### src/pkg/alc_pkg.sv
// Purpose: shared constants and types for the second-sensor comparator block
// Assumes: 8-bit register port, 250 MHz system clock
// Notes: sensor input is an 8-bit current code, one step per threshold lsb
package alc_pkg;
    localparam logic [7:0] ALC_CFG_ADDR = 8'h1c;
    localparam logic [7:0] ALC_THR_ADDR = 8'h1d;
    localparam logic [7:0] ALC_HYS_ADDR = 8'h1e;
    localparam int ALC_FILT_LSB = 5;
    localparam int ALC_FORCE_BIT = 4;
    localparam int ALC_DARK_OUT_BIT = 3;
    localparam int ALC_OFF_OUT_BIT = 2;
    localparam int ALC_DARK_EN_BIT = 1;
    localparam int ALC_OFF_EN_BIT = 0;
    localparam logic [7:0] ALC_CFG_RST = 8'h00;
    localparam logic [7:0] ALC_THR_RST = 8'h00;
    localparam logic [7:0] ALC_HYS_RST = 8'h00;
    localparam logic [7:0] ALC_CODE_MAX = 8'hfa;
    // one threshold code step is 4.3 uA, expressed in nA
    localparam int ALC_STEP_NA = 4300;
    localparam int ALC_CLK_MHZ = 250;
    localparam int ALC_BASE_MS = 80;
    localparam int ALC_BASE_CYC = ALC_BASE_MS * ALC_CLK_MHZ * 1000;
    typedef enum logic [1:0] {
        ALC_LVL_DAYLIGHT,
        ALC_LVL_OFFICE,
        ALC_LVL_DARK
    } alc_level_t;
    typedef struct packed {
        logic wr;
        logic [7:0] addr;
        logic [7:0] wdata;
    } alc_req_t;
endpackage

### src/verilog/alc_comparator_cfg.sv
// Purpose: second light sensor comparator configuration, status and level choice
// Assumes: byte register port behind the serial interface, sensor code synchronous
// Notes: comparators sample once per filter period, or on a forced conversion
//
// Summary of operation
// filter period 80 ms doubling per code
// force bit starts conversion, sinks on, backlight off
// force bit self-clears when results valid
// force write ignored while backlight enabled
// bit 3 reads dark comparator output
// bit 2 reads office comparator output
// bit 1 enables dark comparator
// bit 0 enables office comparator
// dark result wins over office result
// input below threshold selects office level
// threshold code step is 4.3 uA
// host keeps threshold code at most 250
// host keeps threshold plus hysteresis at most 250
// input above threshold plus hysteresis selects daylight
// input below dark threshold selects dark level
// disabled comparator reads zero, not used
`timescale 1ns/1ns
module alc_comparator_cfg
    import alc_pkg::*;
#(
    parameter int BASE_CYC = ALC_BASE_CYC
) (
    // clock and reset
    input wire logic clk_sys,
    input wire logic rstn,
    // register port
    input wire alc_req_t req,
    input wire logic req_valid,
    output logic [7:0] rdata,
    // system state
    input wire logic backlight_on,
    input wire logic sinks_active,
    input wire logic [7:0] dark_level_threshold,
    // sensor
    input wire logic [7:0] second_light_sensor_input,
    // results
    output alc_level_t level,
    output logic conv_done
);
    logic [2:0] sensor_filter_period_sel;
    logic forced_conversion_request;
    logic dark_comparator_result;
    logic office_comparator_result;
    logic dark_comparator_enable;
    logic office_comparator_enable;
    logic [7:0] office_level_threshold;
    logic [7:0] office_level_hysteresis;
    logic force_pending_reg;
    logic tick;
    logic sample;
    logic force_set;
    logic [8:0] trip_up;
    logic [7:0] cfg_rd;

    function automatic logic hit(input alc_req_t r, input logic [7:0] a);
        hit = r.wr && (r.addr == a);
    endfunction

    alc_filter #(.BASE_CYC(BASE_CYC)) u_filter (
        .clk_sys(clk_sys),
        .rstn(rstn),
        .period_sel(sensor_filter_period_sel),
        .restart(force_set),
        .tick(tick)
    );

    always_comb begin
        force_set = req_valid && hit(req, ALC_CFG_ADDR) && req.wdata[ALC_FORCE_BIT]
            && !backlight_on && sinks_active;
        // a forced conversion lands one cycle after the request is taken
        sample = tick || force_pending_reg;
        // threshold codes and input share the 4.3 uA scale, so raw compare
        trip_up = {1'b0, office_level_threshold} + {1'b0, office_level_hysteresis};
        cfg_rd = {sensor_filter_period_sel, forced_conversion_request,
            dark_comparator_result, office_comparator_result,
            dark_comparator_enable, office_comparator_enable};
    end

    // writable fields
    always_ff @(posedge clk_sys or negedge rstn) begin
        if (!rstn) begin
            sensor_filter_period_sel <= ALC_CFG_RST[7:5];
            dark_comparator_enable <= ALC_CFG_RST[ALC_DARK_EN_BIT];
            office_comparator_enable <= ALC_CFG_RST[ALC_OFF_EN_BIT];
            office_level_threshold <= ALC_THR_RST;
            office_level_hysteresis <= ALC_HYS_RST;
        end else if (req_valid) begin
            if (hit(req, ALC_CFG_ADDR)) begin
                sensor_filter_period_sel <= req.wdata[7:ALC_FILT_LSB];
                dark_comparator_enable <= req.wdata[ALC_DARK_EN_BIT];
                office_comparator_enable <= req.wdata[ALC_OFF_EN_BIT];
            end else if (hit(req, ALC_THR_ADDR)) begin
                office_level_threshold <= req.wdata;
            end else if (hit(req, ALC_HYS_ADDR)) begin
                office_level_hysteresis <= req.wdata;
            end
        end
    end

    // forced conversion request
    always_ff @(posedge clk_sys or negedge rstn) begin
        if (!rstn) begin
            forced_conversion_request <= 1'b0;
            force_pending_reg <= 1'b0;
            conv_done <= 1'b0;
        end else begin
            force_pending_reg <= force_set;
            conv_done <= force_pending_reg;
            if (force_set) begin
                forced_conversion_request <= 1'b1;
            end else if (force_pending_reg) begin
                forced_conversion_request <= 1'b0;
            end
        end
    end

    // dark comparator, and office comparator with hysteresis
    always_ff @(posedge clk_sys or negedge rstn) begin
        if (!rstn) begin
            dark_comparator_result <= 1'b0;
            office_comparator_result <= 1'b0;
        end else begin
            if (!dark_comparator_enable) begin
                dark_comparator_result <= 1'b0;
            end else if (sample) begin
                dark_comparator_result <= second_light_sensor_input < dark_level_threshold;
            end
            if (!office_comparator_enable) begin
                office_comparator_result <= 1'b0;
            end else if (sample) begin
                if (second_light_sensor_input < office_level_threshold) begin
                    office_comparator_result <= 1'b1;
                end else if ({1'b0, second_light_sensor_input} > trip_up) begin
                    office_comparator_result <= 1'b0;
                end
            end
        end
    end

    // level choice
    always_ff @(posedge clk_sys or negedge rstn) begin
        if (!rstn) begin
            level <= ALC_LVL_DAYLIGHT;
        end else if (dark_comparator_result) begin
            level <= ALC_LVL_DARK;
        end else if (office_comparator_result) begin
            level <= ALC_LVL_OFFICE;
        end else begin
            level <= ALC_LVL_DAYLIGHT;
        end
    end

    // read port; unmapped addresses read zero
    always_ff @(posedge clk_sys or negedge rstn) begin
        if (!rstn) begin
            rdata <= 8'h00;
        end else if (req.addr == ALC_CFG_ADDR) begin
            rdata <= cfg_rd;
        end else if (req.addr == ALC_THR_ADDR) begin
            rdata <= office_level_threshold;
        end else if (req.addr == ALC_HYS_ADDR) begin
            rdata <= office_level_hysteresis;
        end else begin
            rdata <= 8'h00;
        end
    end
endmodule

### src/verilog/alc_filter.sv
// Purpose: sensor filter period timer, one tick per selected period
// Assumes: base count is one 80 ms period in system clocks
// Notes: restart realigns the period, used when a forced conversion begins
`timescale 1ns/1ns
module alc_filter
    import alc_pkg::*;
#(
    parameter int BASE_CYC = ALC_BASE_CYC
) (
    // clock and reset
    input wire logic clk_sys,
    input wire logic rstn,
    // control
    input wire logic [2:0] period_sel,
    input wire logic restart,
    // tick
    output logic tick
);
    logic [31:0] cnt_reg;
    logic [31:0] limit;
    always_comb begin
        limit = (32'(BASE_CYC) << period_sel) - 32'h1;
    end
    always_ff @(posedge clk_sys or negedge rstn) begin
        if (!rstn) begin
            cnt_reg <= 32'h0;
            tick <= 1'b0;
        end else if (restart) begin
            cnt_reg <= 32'h0;
            tick <= 1'b0;
        end else if (cnt_reg >= limit) begin
            cnt_reg <= 32'h0;
            tick <= 1'b1;
        end else begin
            cnt_reg <= cnt_reg + 32'h1;
            tick <= 1'b0;
        end
    end
endmodule

### config.mk
export PLATFORM = sky130hd
export DESIGN_NAME = alc_comparator_cfg
export DESIGN_NICKNAME = d
export VERILOG_FILES = /design/src/pkg/alc_pkg.sv /design/src/verilog/alc_comparator_cfg.sv /design/src/verilog/alc_filter.sv
export SDC_FILE = /design/constraint.sdc
export NUM_CORES = 1
export LEC_CHECK = 0
export ABC_AREA = 1
export BUFFER_PORTS_ARGS = -buffer_cell sky130_fd_sc_hd__clkbuf_2
export CAP_MARGIN = 30
export CORE_MARGIN = 3
export CORE_UTILIZATION = 60
export CTS_CLUSTER_DIAMETER = 150
export DETAILED_ROUTE_END_ITERATION = 6
export PLACE_DENSITY = 0.8
export REMOVE_ABC_BUFFERS = 1
export SYNTH_ARGS = -nofsm -noshare
export SYNTH_HDL_FRONTEND = slang
export SYNTH_SLANG_ARGS = --single-unit
### constraint.sdc
create_clock -name clk_sys -period 4.9 [get_ports clk_sys]
set_input_delay 0.49 -clock clk_sys [delete_from_list [all_inputs] [get_ports clk_sys]]
set_output_delay 0.49 -clock clk_sys [all_outputs]
set_load 0.05 [all_outputs]
Word-level counts from Yosys, hierarchy flattened
Cells that the tools add are included.
Widths: inputs -> output; s select.
Word-level totals
  register bits after elaboration: 69
  word-level logic and storage cells: 61
  input port bits: 38
  output and inout port bits: 11
Operators by class
  shift-type cells: 1
  $lt $le $gt $ge: 4
  bitwise logic cells: 2
  equal/unequal tests: 6
  $add $sub $neg: 3
  muxes and demuxes: 17
  reduce and logical (&&, ||, !) cells: 14
Operators with widths (count)
  $mux 32: 2
  $add 32x1->32 const B: 1
  $ge 32x32->1: 1
  $shl 25x3->32 const A: 1
  $sub 32x1->32 const B: 1
  $eq 8x5->1 const B: 3
  $mux 8: 3
  $lt 8x8->1: 2
  $mux 1: 11
  $add 8x8->9: 1
  $gt 8x9->1: 1
  $logic_and 1x1->1: 7
  $ne 2x1->1 const B: 2
  $reduce_and 2->1: 2
  $reduce_and 4->1: 1
  $ne 3x1->1 const B: 1
  $reduce_and 3->1: 1
  $mux 2: 1
  $not 1->1: 2
  $reduce_bool 2->1: 1
  $logic_not 1->1: 1
  $logic_or 1x1->1: 1

Longest topological paths before layout
Gate-level depths: netlist of the first run.
  word-level depth: 7
  mapped depth: 18
  gate-level depth less buffers: 17

Cells and area by module
A second synthesis of the first run with hierarchy kept.
Second synthesis, totals
  cell total of the unflattened synthesis: 783
  area, all modules: 5511.5 um2
By module, submodules not included
  alc_filter: area an instance 3123.0 um2, times used 1, cells each 491, seq. area each 825.8 um2
  alc_comparator_cfg: area an instance 2388.5 um2, times used 1, cells each 292, seq. area each 900.9 um2

Least setup slack after synthesis of the first run
No wires, ideal clock.
  path type: register to register
  start: reg sensor_filter_period_sel[0]
  end: reg u_filter.cnt_reg[22]
  path slack: 1.968 ns
  arrival: 2.860 ns
  period minus slack after synthesis: 2.932 ns
  data required time: 4.829 ns
  stages on the path, launching flop included: 18
  library setup time: 0.071 ns
  path buffers: 1
  cells stage by stage: dfrtp_1 -> inv_1 -> ha_1 -> nor2_1 -> inv_1 -> a21oi_2 -> nand2_1 -> nor3_4 -> nand2_1 -> xor2_1 -> ha_1 -> a21oi_1 -> o21a_1 -> o21ai_0 -> o21ai_1 -> nand2_2 -> buf_4 -> nor2_1
On the way
  longest elaborated chain between the ends: 5
RTL lines
  from (decl): RTL line alc_comparator_cfg.sv:45  | logic [2:0] sensor_filter_period_sel;
  from (signal assigned): RTL line alc_comparator_cfg.sv:87  | sensor_filter_period_sel <= ALC_CFG_RST[7:5];
  from (signal assigned): RTL line alc_comparator_cfg.sv:94  | sensor_filter_period_sel <= req.wdata[7:ALC_FILT_LSB];
  $shl 25x3->32: RTL line alc_filter.sv:22  | limit = (32'(BASE_CYC) << period_sel) - 32'h1;
  $sub 32x1->32: RTL line alc_filter.sv:22
  $ge 32x32->1: RTL line alc_filter.sv:31  | end else if (cnt_reg >= limit) begin
  $mux 32: RTL line alc_filter.sv:31
  $mux 32: RTL line alc_filter.sv:28  | end else if (restart) begin
  to (signal assigned): RTL line alc_filter.sv:35  | cnt_reg <= cnt_reg + 32'h1;
  to (decl): RTL line alc_filter.sv:19  | logic [31:0] cnt_reg;
No other way between the ends.
A chain may end at the register's enable or synchronous reset.

Final worst setup path of the first run
  start: reg sensor_filter_period_sel[0]
  end: reg u_filter.cnt_reg[27]
The elaborated chain is that of the path after synthesis.

==> impl_metrics.yaml, run 1 <==
outcome:
  run_status: "completed"
layout:
  antenna-diode-count: 0
  layout-drive-gt1-share: 0.1377
  final_cells: 860
  final_nets: 852
  fill_cells: 729
  largest_register_ffs: 32
  syn_to_final_growth_pct: 10.39
logic_synthesis:
  share_of_the_synthesized_area_in_compound_gates_ao_oa_aoi_oai: 0.1143
  syn_inst: 701
  synth-simple-area-share: 0.3099
  yosys.area_share.adder: 0.1502
  largest_family_of_logic_cells_by_synthesized_area: "simple AND/OR/NAND/NOR gates"
  yosys_register_bits: 69
  async_flop_share: 1.000
  yosys.area.top_type_share: 0.3260
  synthTopCellsByCount: "165 x sky130_fd_sc_hd__nand2_1, 78 x sky130_fd_sc_hd__inv_1, 78 x sky130_fd_sc_hd__nor2_1"
  yosys_warnings: 0
  synth_top_cell_by_area: "sky130_fd_sc_hd__dfrtp_1"
  dominantRegCellSynth: "sky130_fd_sc_hd__dfrtp_1"
  sequential_cell_area_fraction_in_the_yosys_report: 0.3260
  post_synth_instance_area_um2: 5296
  synth_xor_xnor_area_share: 0.02977
  synth_enable_flop_cells: 0
  synth.mux.area_fraction: 0.002126
  synth_most_common_cell: "sky130_fd_sc_hd__nand2_1"
  synth_cell_type_count: 47
  synthesis.area_per_instance_um2: 7.555
  synth_area_leaders: "sky130_fd_sc_hd__dfrtp_1 33%, sky130_fd_sc_hd__ha_1 15%, sky130_fd_sc_hd__nand2_1 12%, sky130_fd_sc_hd__inv_1 5.5%, sky130_fd_sc_hd__nor2_1 5.5%"
global_routing:
  grt_most_used_layer: "met2"
  grt_pass1_wl_um: 22140
  grt_usage: 0.2765
  overall_overflow_remaining_after_global_route: 0
  globalRouteMet1Util: 0.3244
  met3_usage: 0.04726
  antenna_violations_before_repair: 0
  vias_in_the_first_global_route: 4887
  maximum_number_of_pins_on_one_net_before_global_route_repair: 39
  grtUsageMet2: 0.5023
setup_path:
  crit_path_start_kind: "flip-flop"
  crit_arrival_ns: 3.93
  critPathKind: "reg -> reg"
  critical_path_required_ns: 5.11
  endpoint_kind: "flip-flop"
  cp_slowest_cell: "sky130_fd_sc_hd__dfrtp_1"
  critical-path-max-stage-delay_ns: 0.48
  worstPathCellList: "inv_1 > ha_1 > nor2_1 > inv_1 > a21oi_2 > nand2_1 > nor3_4 > nand2_1 > xor2_1 > ha_1 > nand4_1 > nor4_1 > o21ai_1 > nand2_2 > nor2_1"
  timing.reg2reg.setup_slack_ns: 1.19
  critPathMaxFanout: 32
worst_hold_path:
  min_path_type: "in -> async"
sta:
  slew-limit-headroom: 0.4776
  worst_pin_slew_ns: 0.7836
  max_freq_mhz: 269.3
  final_hold_viol_count: 0
  final.min_clock_period_ns: 3.713
  clock-skew-final_ns: 0.01246
  finalSetupTns_ns: 0
  grt_setup_unrepaired: "no"
  finalCritPeriodShare: 0.7577
  setup_violations: 0
  timing_max_transition_violations_final: 0
die:
  start_util: 0.6319
  die-width_um: 99.96
  fp.coreArea_um2: 8382
  top_level_ports: 49
  design.die.area_um2: 9991
  floorplan.die.height_um: 99.96
  num_rows: 33
routing:
  finalWirelength_um: 12880
  routed_wire_length_per_instance_um: 14.98
  final_antenna_net_count: 0
  routed_via_density: 5.667
  route.vias.total: 4874
  drt_first_pass_iters: 5
  detail_route.drc_violations: 0
  initialDrtViolationCount: 225
power:
  power_frac_comb: 0.181
  switching_share: 0.2880
  power.net_switching_w: 0.0004161
  power_density_over_the_cells_nw_per_um2: 247.1
  vdd.ir_drop.worst_uv: 206.3
  lkg_pwr_nw: 2.992
  share_seq_of_total_power: 0.440
  cell_internal_pwr_w: 0.001029
  clock_network_power_share: 0.379
clocking:
  postCtsResizedCells: 0
  clock-root-buffer: "sky130_fd_sc_hd__clkbuf_8"
  latest_clock_arrival_within_the_worst_skew_pair_ns: 0.36
  cts_sinks: 69
  cts_made_buffers: 9
  clockBufferDepth: 2
  tritoncts: "yes"
  cts.clk_slew.worst_paths_ns: 0.08
  htree_levels: 3
  post-cts-setup-buffer-count: 0
  cts_hold_repair.buffers: 0
place:
  detailedPlacementHpwl_um: 10190
  placed_cells: 845
  placement.io_buffers: 48
  place.gp.congestion: 0.9825
job:
  maxCapViolCount: 0
## final timing paths
path | cells after the start | from | end
max in group asynchronous | 2 | rstn | u_filter.cnt_reg[31]$_DFF_PN0_
min in group clk_sys | 3 | req[5] | sensor_filter_period_sel[0]$_DFFE_PN0P_
max | 15 | sensor_filter_period_sel[0]$_DFFE_PN0P_ | u_filter.cnt_reg[27]$_DFF_PN0_
min | 1 | rstn | office_level_hysteresis[2]$_DFFE_PN0P_
max reg2reg | 15 | sensor_filter_period_sel[0]$_DFFE_PN0P_ | u_filter.cnt_reg[27]$_DFF_PN0_
min reg2reg | 0 | force_pending_reg$_DFF_PN0_ | conv_done$_DFF_PN0_
## per-layer routing
metal  vias to the layer above  wire, um
met5                         -         0
met2                       149      6548
li1                       2423         -
met3                        40       691
met4                         0       429
met1                      2262      5213
## cells in the final DEF, fill, tap and decap left out, drive strengths merged, types with 2 or more instances in the layout
cell type,synthesis,routed
nor2,85,85
inv,79,79
nor4,6,6
or2,8,8
nand4,14,14
o211ai,7,7
nand3b,7,7
xor2,14,14
nand2,172,172
nand3,47,47
o21a,4,4
ha,62,62
a21oi,44,44
nor3,18,18
o21ai,38,38
clkbuf,2,59
o21bai,2,2
bufinv,0,2
buf,8,2
dfrtp,69,69
xnor2,4,4
## cell type report
| cell class | count | area (um^2) | area share |
|---|---|---|---|
| clock buffer | 12 | 165.2 | 0.02825 |
| clock inverter | 3 | 67.56 | 0.01156 |
| inverter | 79 | 296.5 | 0.05072 |
| multi-input combinational | 543 | 3212 | 0.5493 |
| sequential | 69 | 1727 | 0.2953 |
| tap | 105 | 131.4 | 0.02247 |
| timing repair buffer | 49 | 247.7 | 0.04237 |
## stage by stage
step                  util  hold WS, ns  total power, W  setup WS (ns)  area (um^2)
global route        0.6976       0.2307        0.001518         0.7904         5847
finish              0.6976       0.1614        0.001445          1.187         5847
global placement    0.6698       0.4235       0.0008915          1.505         5614
CTS                 0.6976       0.1961        0.001450          1.193         5847
detailed placement  0.6698       0.4261       0.0009065          1.225         5614
floorplan                -       0.1944       0.0008217          1.869         5235
## power by group through the flow
stage                     clock, W  sequential (W)  combinational, W
after floorplan                  0        0.000639          0.000182
after global placement           0        0.000642          0.000249
after detailed placement         0        0.000645          0.000261
after CTS                 0.000551        0.000634          0.000264
after global routing      0.000579        0.000639          0.000300
final                     0.000548        0.000635          0.000262
## cell families after synthesis
family	count (synthesis)
buf+inv	89
flops	69
compound gates	103
fa+ha+maj	63
mux	1
xor+xnor	18
simple gates	358
## worst max-delay path: cells and delay by family (launching register included)
family	cells	cell delay, ns
AOI/OAI and AO/OA	2	0.33
DFF	1	0.48
adders and majority gates	2	0.63
buffers and inverters	2	0.26
and+or+nand+nor	8	1.69
xor gates and xnor gates	1	0.17
(Power assumes the default switching activity.)
==> run 2, diff against run 1 <==
--- a/config.mk
+++ b/config.mk
@@ -5,14 +5,14 @@
 export SDC_FILE = /design/constraint.sdc
 export NUM_CORES = 1
 export LEC_CHECK = 0
-export ABC_AREA = 1
+export ABC_AREA = 0
 export BUFFER_PORTS_ARGS = -buffer_cell sky130_fd_sc_hd__clkbuf_2
 export CAP_MARGIN = 30
 export CORE_MARGIN = 3
 export CORE_UTILIZATION = 60
 export CTS_CLUSTER_DIAMETER = 150
 export DETAILED_ROUTE_END_ITERATION = 6
-export PLACE_DENSITY = 0.8
+export PLACE_DENSITY = 0.81
 export REMOVE_ABC_BUFFERS = 1
 export SYNTH_ARGS = -nofsm -noshare
 export SYNTH_HDL_FRONTEND = slang
==> constraint.sdc (replaced) <==
create_clock -name clk_sys -period 3.7 [get_ports clk_sys]
set_input_delay 0.37 -clock clk_sys [delete_from_list [all_inputs] [get_ports clk_sys]]
set_output_delay 0.37 -clock clk_sys [all_outputs]
set_load 0.05 [all_outputs]
==> run 2 against run 1 <==
Net effect:
- clock skew grew 0.0022 ns
- combinational power rose by 16%
- via count down 17%
- highest routed layer unchanged
==> impl_metrics.yaml, run 2 <==
outcome:
  run_status: "completed"
routing:
  final_antenna_net_count: 0
  routed_via_density: 5.954
  finalWirelength_um: 11290
  initialDrtViolationCount: 225
  detail_route.drc_violations: 0
  routed_wire_length_per_instance_um: 16.57
  route.vias.total: 4055
  drt_first_pass_iters: 5
setup_path:
  cp_slowest_cell: "sky130_fd_sc_hd__dfrtp_2"
  crit_arrival_ns: 3.70
  critical_path_buf_inv_count: 3
  crit_family: "simple AND/OR/NAND/NOR gates"
  critical-path-max-stage-delay_ns: 0.47
  worstPathCellList: "inv_2 > ha_1 > nor3_1 > buf_4 > nand2b_1 > o21ai_0 > xnor2_1 > o41ai_1 > ha_1 > a21oi_1 > o21ai_0 > nor4_1 > o21ai_2 > buf_4 > nor3_1"
  critPathKind: "reg -> reg"
  critical_path_required_ns: 3.95
  crit_path_start_kind: "flip-flop"
  critPathMaxFanout: 15
  endpoint_kind: "flip-flop"
logic_synthesis:
  yosys_register_bits: 69
  synth_cell_type_count: 51
  synth_area_leaders: "sky130_fd_sc_hd__dfrtp_1 35%, sky130_fd_sc_hd__ha_1 16%, sky130_fd_sc_hd__xor2_1 4.7%, sky130_fd_sc_hd__mux2_2 3.9%, sky130_fd_sc_hd__a21oi_1 3.9%"
  synth_most_common_cell: "sky130_fd_sc_hd__dfrtp_1"
  async_flop_share: 1.000
  synth_xor_xnor_area_share: 0.07722
  yosys.area_share.adder: 0.1632
  synthTopCellsByCount: "69 x sky130_fd_sc_hd__dfrtp_1, 62 x sky130_fd_sc_hd__ha_1, 42 x sky130_fd_sc_hd__nor2_1"
  post_synth_instance_area_um2: 4877
  largest_family_of_logic_cells_by_synthesized_area: "simple AND/OR/NAND/NOR gates"
  synth_top_cell_by_area: "sky130_fd_sc_hd__dfrtp_1"
  synth.mux.area_fraction: 0.05977
  share_of_the_synthesized_area_in_compound_gates_ao_oa_aoi_oai: 0.1113
  synthesis.area_per_instance_um2: 9.397
  synth-simple-area-share: 0.1919
  syn_inst: 519
  yosys.area.top_type_share: 0.3540
  yosys_warnings: 0
  dominantRegCellSynth: "sky130_fd_sc_hd__dfrtp_1"
  synth_enable_flop_cells: 0
  sequential_cell_area_fraction_in_the_yosys_report: 0.3540
place:
  placed_cells: 664
  place.gp.congestion: 0.9227
  placement.io_buffers: 48
  detailedPlacementHpwl_um: 8613
clocking:
  clock-root-buffer: "sky130_fd_sc_hd__clkbuf_8"
  tritoncts: "yes"
  cts.clk_slew.worst_paths_ns: 0.09
  cts_made_buffers: 9
  htree_levels: 3
  cts_sinks: 69
  latest_clock_arrival_within_the_worst_skew_pair_ns: 0.35
  post-cts-setup-buffer-count: 0
  clockBufferDepth: 2
global_routing:
  maximum_number_of_pins_on_one_net_before_global_route_repair: 36
  overall_overflow_remaining_after_global_route: 0
  antenna_violations_before_repair: 0
  vias_in_the_first_global_route: 4015
  grt_usage: 0.2591
  grt_pass1_wl_um: 18550
sta:
  clock-skew-final_ns: 0.01465
  final.min_clock_period_ns: 3.448
  grt_setup_unrepaired: "no"
  worst_pin_slew_ns: 0.8268
  timing_max_transition_violations_final: 0
  slew-limit-headroom: 0.4447
  final_hold_viol_count: 0
  max_freq_mhz: 290.0
  setup_violations: 0
  finalCritPeriodShare: 0.9319
  whs_ns: 0.2555
  finalSetupTns_ns: 0
layout:
  largest_register_ffs: 32
  layout.core_utilization: 0.7053
  fill_cells: 601
  layout.cells.most_common: "sky130_fd_sc_hd__dfrtp_1"
  syn_to_final_growth_pct: 12.90
  final_nets: 675
  layout-drive-gt1-share: 0.1865
  mostFrequentLayoutCells: "67 x sky130_fd_sc_hd__dfrtp_1, 61 x sky130_fd_sc_hd__ha_1, 47 x sky130_fd_sc_hd__clkbuf_2"
  antenna-diode-count: 0
  final_cells: 681
die:
  top_level_ports: 49
  fp.coreArea_um2: 7807
  floorplan.die.height_um: 96.16
  design.die.area_um2: 9247
  start_util: 0.6247
  num_rows: 32
  die-width_um: 96.16
power:
  power_density_over_the_cells_nw_per_um2: 343.1
  lkg_pwr_nw: 2.663
  vdd.ir_drop.worst_uv: 235.1
job:
  maxCapViolCount: 0
worst_hold_path:
  min_path_type: "in -> reg"
-- run 2: cell types whose count changed in the layout (fill, tap and decap cells not counted), sizes merged, moves of 16 or more --
| cell | before | now |
|---|---|---|
| nand2 | 172 | 34 |
| inv | 79 | 30 |
| nor2 | 85 | 42 |
| nand3 | 47 | 14 |
| nor3 | 18 | 39 |
| mux2 | 1 | 17 |
| o21ai | 38 | 22 |
-- run 2: cell families after synthesis --
kind of cell / count (synthesis)
flip-flops: 69
AND/OR/NAND/NOR: 179
buffers and inverters: 47
adder cells (fa/ha/maj): 63
AO/OA/AOI/OAI: 91
multiplexers: 27
XOR/XNOR: 43
-- run 2: area by class of cell --
cell class | instances | area, um^2 | area share
tap | 102 | 127.6 | 0.02318
inverter | 29 | 108.9 | 0.01977
clock buffer | 10 | 137.6 | 0.02499
clock inverter | 6 | 93.84 | 0.01704
sequential | 69 | 1729 | 0.3140
multi-input combinational | 403 | 2949 | 0.5356
timing repair buffer | 62 | 360.3 | 0.06544
-- run 2: final timing paths --
check                                                              from                                       to  slack [ns]  cells past startpoint
max in group asynchronous                                          rstn           u_filter.cnt_reg[17]$_DFF_PN0_        2.61                      3
worst max register to register  sensor_filter_period_sel[0]$_DFFE_PN0P_           u_filter.cnt_reg[27]$_DFF_PN0_        0.25                     15
worst min-delay path                                             req[6]  sensor_filter_period_sel[1]$_DFFE_PN0P_        0.26                      3
worst max-delay path            sensor_filter_period_sel[0]$_DFFE_PN0P_           u_filter.cnt_reg[27]$_DFF_PN0_        0.25                     15
worst min register to register              force_pending_reg$_DFF_PN0_                      conv_done$_DFF_PN0_        0.41                      0
min in group asynchronous                                          rstn                       level[1]$_DFF_PN0_        0.48                      2
-- run 2: repair_timing --
action,in CTS,in global routing
hold buffers,1,0
endpoints found under the hold margin,14,0
setup endpoints to repair,0,26
resized for setup,0,5
-- run 2: per-stage QoR --
step	area, um^2	total power, W	worst slack (ns)
after global placement	5240	0.001159	0.2952
final	5507	0.001890	0.2518
after floorplan	4778	0.001065	-0.1985
after detailed placement	5260	0.001179	0.1242
after CTS	5502	0.001900	0.09969
after global routing	5507	0.001977	0.04167
-- run 2: report_power, final --
part           internal (W)  switching, W  total [W]  leakage, nW
Combinational      0.000131      0.000172   0.000303         1.62
Clock              0.000403      0.000318   0.000721        0.113
Sequential         0.000808     0.0000570   0.000865        0.928
Total               0.00134      0.000547    0.00189         2.66
-- run 2: worst register-to-register path: stages (launching register included) --
cell,delay [ns]
sky130_fd_sc_hd__dfrtp_2,0.47
sky130_fd_sc_hd__inv_2,0.10
sky130_fd_sc_hd__ha_1,0.27
sky130_fd_sc_hd__nor3_1,0.15
sky130_fd_sc_hd__buf_4,0.16
sky130_fd_sc_hd__nand2b_1,0.15
sky130_fd_sc_hd__o21ai_0,0.26
sky130_fd_sc_hd__xnor2_1,0.15
sky130_fd_sc_hd__o41ai_1,0.12
sky130_fd_sc_hd__ha_1,0.20
sky130_fd_sc_hd__a21oi_1,0.15
sky130_fd_sc_hd__o21ai_0,0.14
sky130_fd_sc_hd__nor4_1,0.37
sky130_fd_sc_hd__o21ai_2,0.20
sky130_fd_sc_hd__buf_4,0.24
sky130_fd_sc_hd__nor3_1,0.23
-- run 2: layer usage --
| layer | GRT usage | up-vias | share of wire |
|---|---|---|---|
| met1 | 0.3175 | 1932 | 0.41 |
| met5 | 0 | - | 0 |
| met3 | 0.03831 | 29 | 0.047 |
| met4 | 0.1209 | 0 | 0.029 |
| met2 | 0.4457 | 123 | 0.51 |
| li1 | - | 1971 | - |
==> run 3, diff against run 2 <==
--- a/config.mk
+++ b/config.mk
@@ -16,4 +16,5 @@
 export REMOVE_ABC_BUFFERS = 1
 export SYNTH_ARGS = -nofsm -noshare
 export SYNTH_HDL_FRONTEND = slang
+export SYNTH_HIERARCHICAL = 1
 export SYNTH_SLANG_ARGS = --single-unit
==> run 3 against run 2 <==
Net effect:
- largest power group unchanged
- core utilization is 0.62 points higher
- total power is 11% lower
- routed wire length is 4.6% lower
- highest routed layer unchanged
- clock-buffer cell count stayed put
- largest cell class unchanged
- first-iteration DRC count is 18% lower
==> impl_metrics.yaml, run 3 <==
routing:
  initialDrtViolationCount: 185
  drt_first_pass_iters: 5
  finalWirelength_um: 10770
  final_antenna_net_count: 0
  detail_route.drc_violations: 0
  routed_via_density: 5.864
  routed_wire_length_per_instance_um: 16.10
  route.vias.total: 3923
clocking:
  tritoncts: "yes"
  cts_sinks: 69
  clockBufferDepth: 2
  latest_clock_arrival_within_the_worst_skew_pair_ns: 0.34
  cts.clk_slew.worst_paths_ns: 0.08
  htree_levels: 3
  cts_made_buffers: 9
  clock-root-buffer: "sky130_fd_sc_hd__clkbuf_8"
place:
  place.gp.congestion: 0.8793
  detailedPlacementHpwl_um: 8403
  placement.io_buffers: 48
  place_worst_setup_slack_ns: 0.1925
logic_synthesis:
  synth_most_common_cell: "sky130_fd_sc_hd__dfrtp_1"
  synth_xor_xnor_area_share: 0.07186
  synthTopCellsByCount: "69 x sky130_fd_sc_hd__dfrtp_1, 62 x sky130_fd_sc_hd__ha_1, 35 x sky130_fd_sc_hd__nor2_1"
  yosys.area_share.adder: 0.1592
  synth_area_leaders: "sky130_fd_sc_hd__dfrtp_1 35%, sky130_fd_sc_hd__ha_1 16%, sky130_fd_sc_hd__mux2_2 4.7%, sky130_fd_sc_hd__xnor2_1 4.6%, sky130_fd_sc_hd__nor2_2 3.4%"
  yosys_register_bits: 69
  sequential_cell_area_fraction_in_the_yosys_report: 0.3455
  share_of_the_synthesized_area_in_compound_gates_ao_oa_aoi_oai: 0.1077
  dominantRegCellSynth: "sky130_fd_sc_hd__dfrtp_1"
  yosys_warnings: 6
  largest_family_of_logic_cells_by_synthesized_area: "simple AND/OR/NAND/NOR gates"
  yosys.area.top_type_share: 0.3455
  syn_inst: 502
  async_flop_share: 1.000
  post_synth_instance_area_um2: 4997
  synth_top_cell_by_area: "sky130_fd_sc_hd__dfrtp_1"
  synth-simple-area-share: 0.2076
  synth_enable_flop_cells: 0
  synth_cell_type_count: 64
  synthesis.area_per_instance_um2: 9.955
  synth.mux.area_fraction: 0.07136
power:
  vdd.ir_drop.worst_uv: 378.3
  power_density_over_the_cells_nw_per_um2: 299.5
  design_power_total_w: 0.001681
  lkg_pwr_nw: 2.661
setup_path:
  critical_path_required_ns: 3.97
  crit_arrival_ns: 3.74
  crit_path_start_kind: "flip-flop"
  endpoint_kind: "flip-flop"
  critPathMaxFanout: 25
  critPathKind: "reg -> reg"
  timing.reg2reg.worst_path_depth: 13
layout:
  syn_to_final_growth_pct: 12.29
  final_nets: 663
  mostFrequentLayoutCells: "69 x sky130_fd_sc_hd__dfrtp_1, 62 x sky130_fd_sc_hd__ha_1, 47 x sky130_fd_sc_hd__clkbuf_2"
  layout.cells.most_common: "sky130_fd_sc_hd__dfrtp_1"
  antenna-diode-count: 0
  largest_register_ffs: 32
  layout-drive-gt1-share: 0.2522
global_routing:
  maximum_number_of_pins_on_one_net_before_global_route_repair: 37
  grt_pass1_wl_um: 18420
  overall_overflow_remaining_after_global_route: 0
  grt_usage: 0.2353
  vias_in_the_first_global_route: 3977
  antenna_violations_before_repair: 0
sta:
  final.min_clock_period_ns: 3.467
  final.setup.worst_slack_ns: 0.2333
  slew-limit-headroom: 0.4792
  final_hold_viol_count: 0
  grt_setup_unrepaired: "no"
  worst_pin_slew_ns: 0.7812
  setup_violations: 0
  clock-skew-final_ns: 0.009578
  max_freq_mhz: 288.5
  timing_max_transition_violations_final: 0
  finalSetupTns_ns: 0
  finalCritPeriodShare: 0.9370
outcome:
  run_status: "completed"
die:
  top_level_ports: 49
  die-width_um: 97.26
  fp.coreArea_um2: 7888
  design.die.area_um2: 9460
  floorplan.die.height_um: 97.26
  start_util: 0.6336
  num_rows: 32
job:
  maxCapViolCount: 0
worst_hold_path:
  min_path_type: "in -> async"
[run 3: cell count changes after synthesis, moves of 4 or more]
cell                      before  now
sky130_fd_sc_hd__nand4_1      17    9
sky130_fd_sc_hd__a21oi_1      38   26
sky130_fd_sc_hd__o21ai_0      21   13
sky130_fd_sc_hd__nor2_1       42   35
sky130_fd_sc_hd__mux2_2       17   21
sky130_fd_sc_hd__and4_1        1    9
sky130_fd_sc_hd__nor3_1       38   10
sky130_fd_sc_hd__xor2_1       26   15
sky130_fd_sc_hd__nand2_1      33   28
sky130_fd_sc_hd__nor2_2        0   27
sky130_fd_sc_hd__xnor2_1      17   26
[run 3: cell families after synthesis]
logic type / after synthesis
AND/OR/NAND/NOR: 179
multiplexers: 33
flip-flops: 69
buffers and inverters: 40
AO/OA/AOI/OAI: 77
XOR/XNOR: 41
adder cells (fa/ha/maj): 63
[run 3: where the power goes]
group | internal, W | switching [W] | leakage, nW | total, W
combinational | 0.0000947 | 0.000121 | 1.62 | 0.000215
sequential | 0.000789 | 0.0000376 | 0.948 | 0.000827
clock | 0.000334 | 0.000304 | 0.0955 | 0.000638
total | 0.00122 | 0.000462 | 2.66 | 0.00168
[run 3: layout make-up]
| cell class | instances | area (um^2) |
|---|---|---|
| clock buffers | 10 | 137.6 |
| clock inverters | 6 | 70.07 |
| fillers | 620 | 2276 |
| inverters | 26 | 97.59 |
| multi-input cells | 393 | 3087 |
| flip-flops and latches | 69 | 1727 |
| well taps | 102 | 127.6 |
| repair buffers | 63 | 365.4 |
[run 3: worst paths after layout]
check | to | from | slack [ns]
setup / recovery | u_filter/cnt_reg[2]$_DFF_PN0_ | sensor_filter_period_sel[1]$_DFFE_PN0P_ | 0.23
hold / removal | conv_done$_DFF_PN0_ | rstn | 0.09
setup reg to reg | u_filter/cnt_reg[2]$_DFF_PN0_ | sensor_filter_period_sel[1]$_DFFE_PN0P_ | 0.23
hold reg to reg | conv_done$_DFF_PN0_ | force_pending_reg$_DFF_PN0_ | 0.41
max in group asynchronous | office_comparator_result$_DFFE_PN0P_ | rstn | 2.67
min in group clk_sys | office_level_threshold[3]$_DFFE_PN0P_ | req[3] | 0.28
[run 3: critical path, stage by stage (launching register included)]
cell and delay (ns):
sky130_fd_sc_hd__dfrtp_1 0.38, sky130_fd_sc_hd__inv_1 0.16, sky130_fd_sc_hd__ha_1 0.29, sky130_fd_sc_hd__nor4_1 0.35
sky130_fd_sc_hd__and3_1 0.21, sky130_fd_sc_hd__o21ai_1 0.09, sky130_fd_sc_hd__o22ai_1 0.17, sky130_fd_sc_hd__ha_1 0.27
sky130_fd_sc_hd__a21o_1 0.17, sky130_fd_sc_hd__a221o_1 0.35, sky130_fd_sc_hd__a221oi_4 0.35, sky130_fd_sc_hd__o2111ai_4 0.24
sky130_fd_sc_hd__buf_12 0.24, sky130_fd_sc_hd__nor2_1 0.12
[run 3: timing repair]
action / CTS / global route
buffers inserted: 0 / 6
hold buffers: 0 / 0
endpoints found under the setup margin: 0 / 15
gates resized for setup: 0 / 0
hold endpoints to repair: 0 / 0
[run 3: metal layers]
metal | vias to the layer above | part of all wire | GRT usage
li1 | 1913 | - | -
met1 | 1885 | 0.42 | 0.2877
met2 | 113 | 0.52 | 0.4262
met3 | 12 | 0.045 | 0.04738
met4 | 0 | 0.015 | 0.05538
met5 | - | 0 | 0
[run 3: per-stage QoR]
stage | hold slack [ns] | instances | cell area, um^2 | utilization
finish | 0.09367 | 669 | 5612 | 0.7115
global placement | 0.3944 | 647 | 5359 | 0.6794
CTS | 0.1291 | 663 | 5567 | 0.7057
floorplan | 0.07441 | 488 | 4911 | -
detailed placement | 0.3999 | 647 | 5359 | 0.6794
global route | 0.1522 | 669 | 5612 | 0.7115
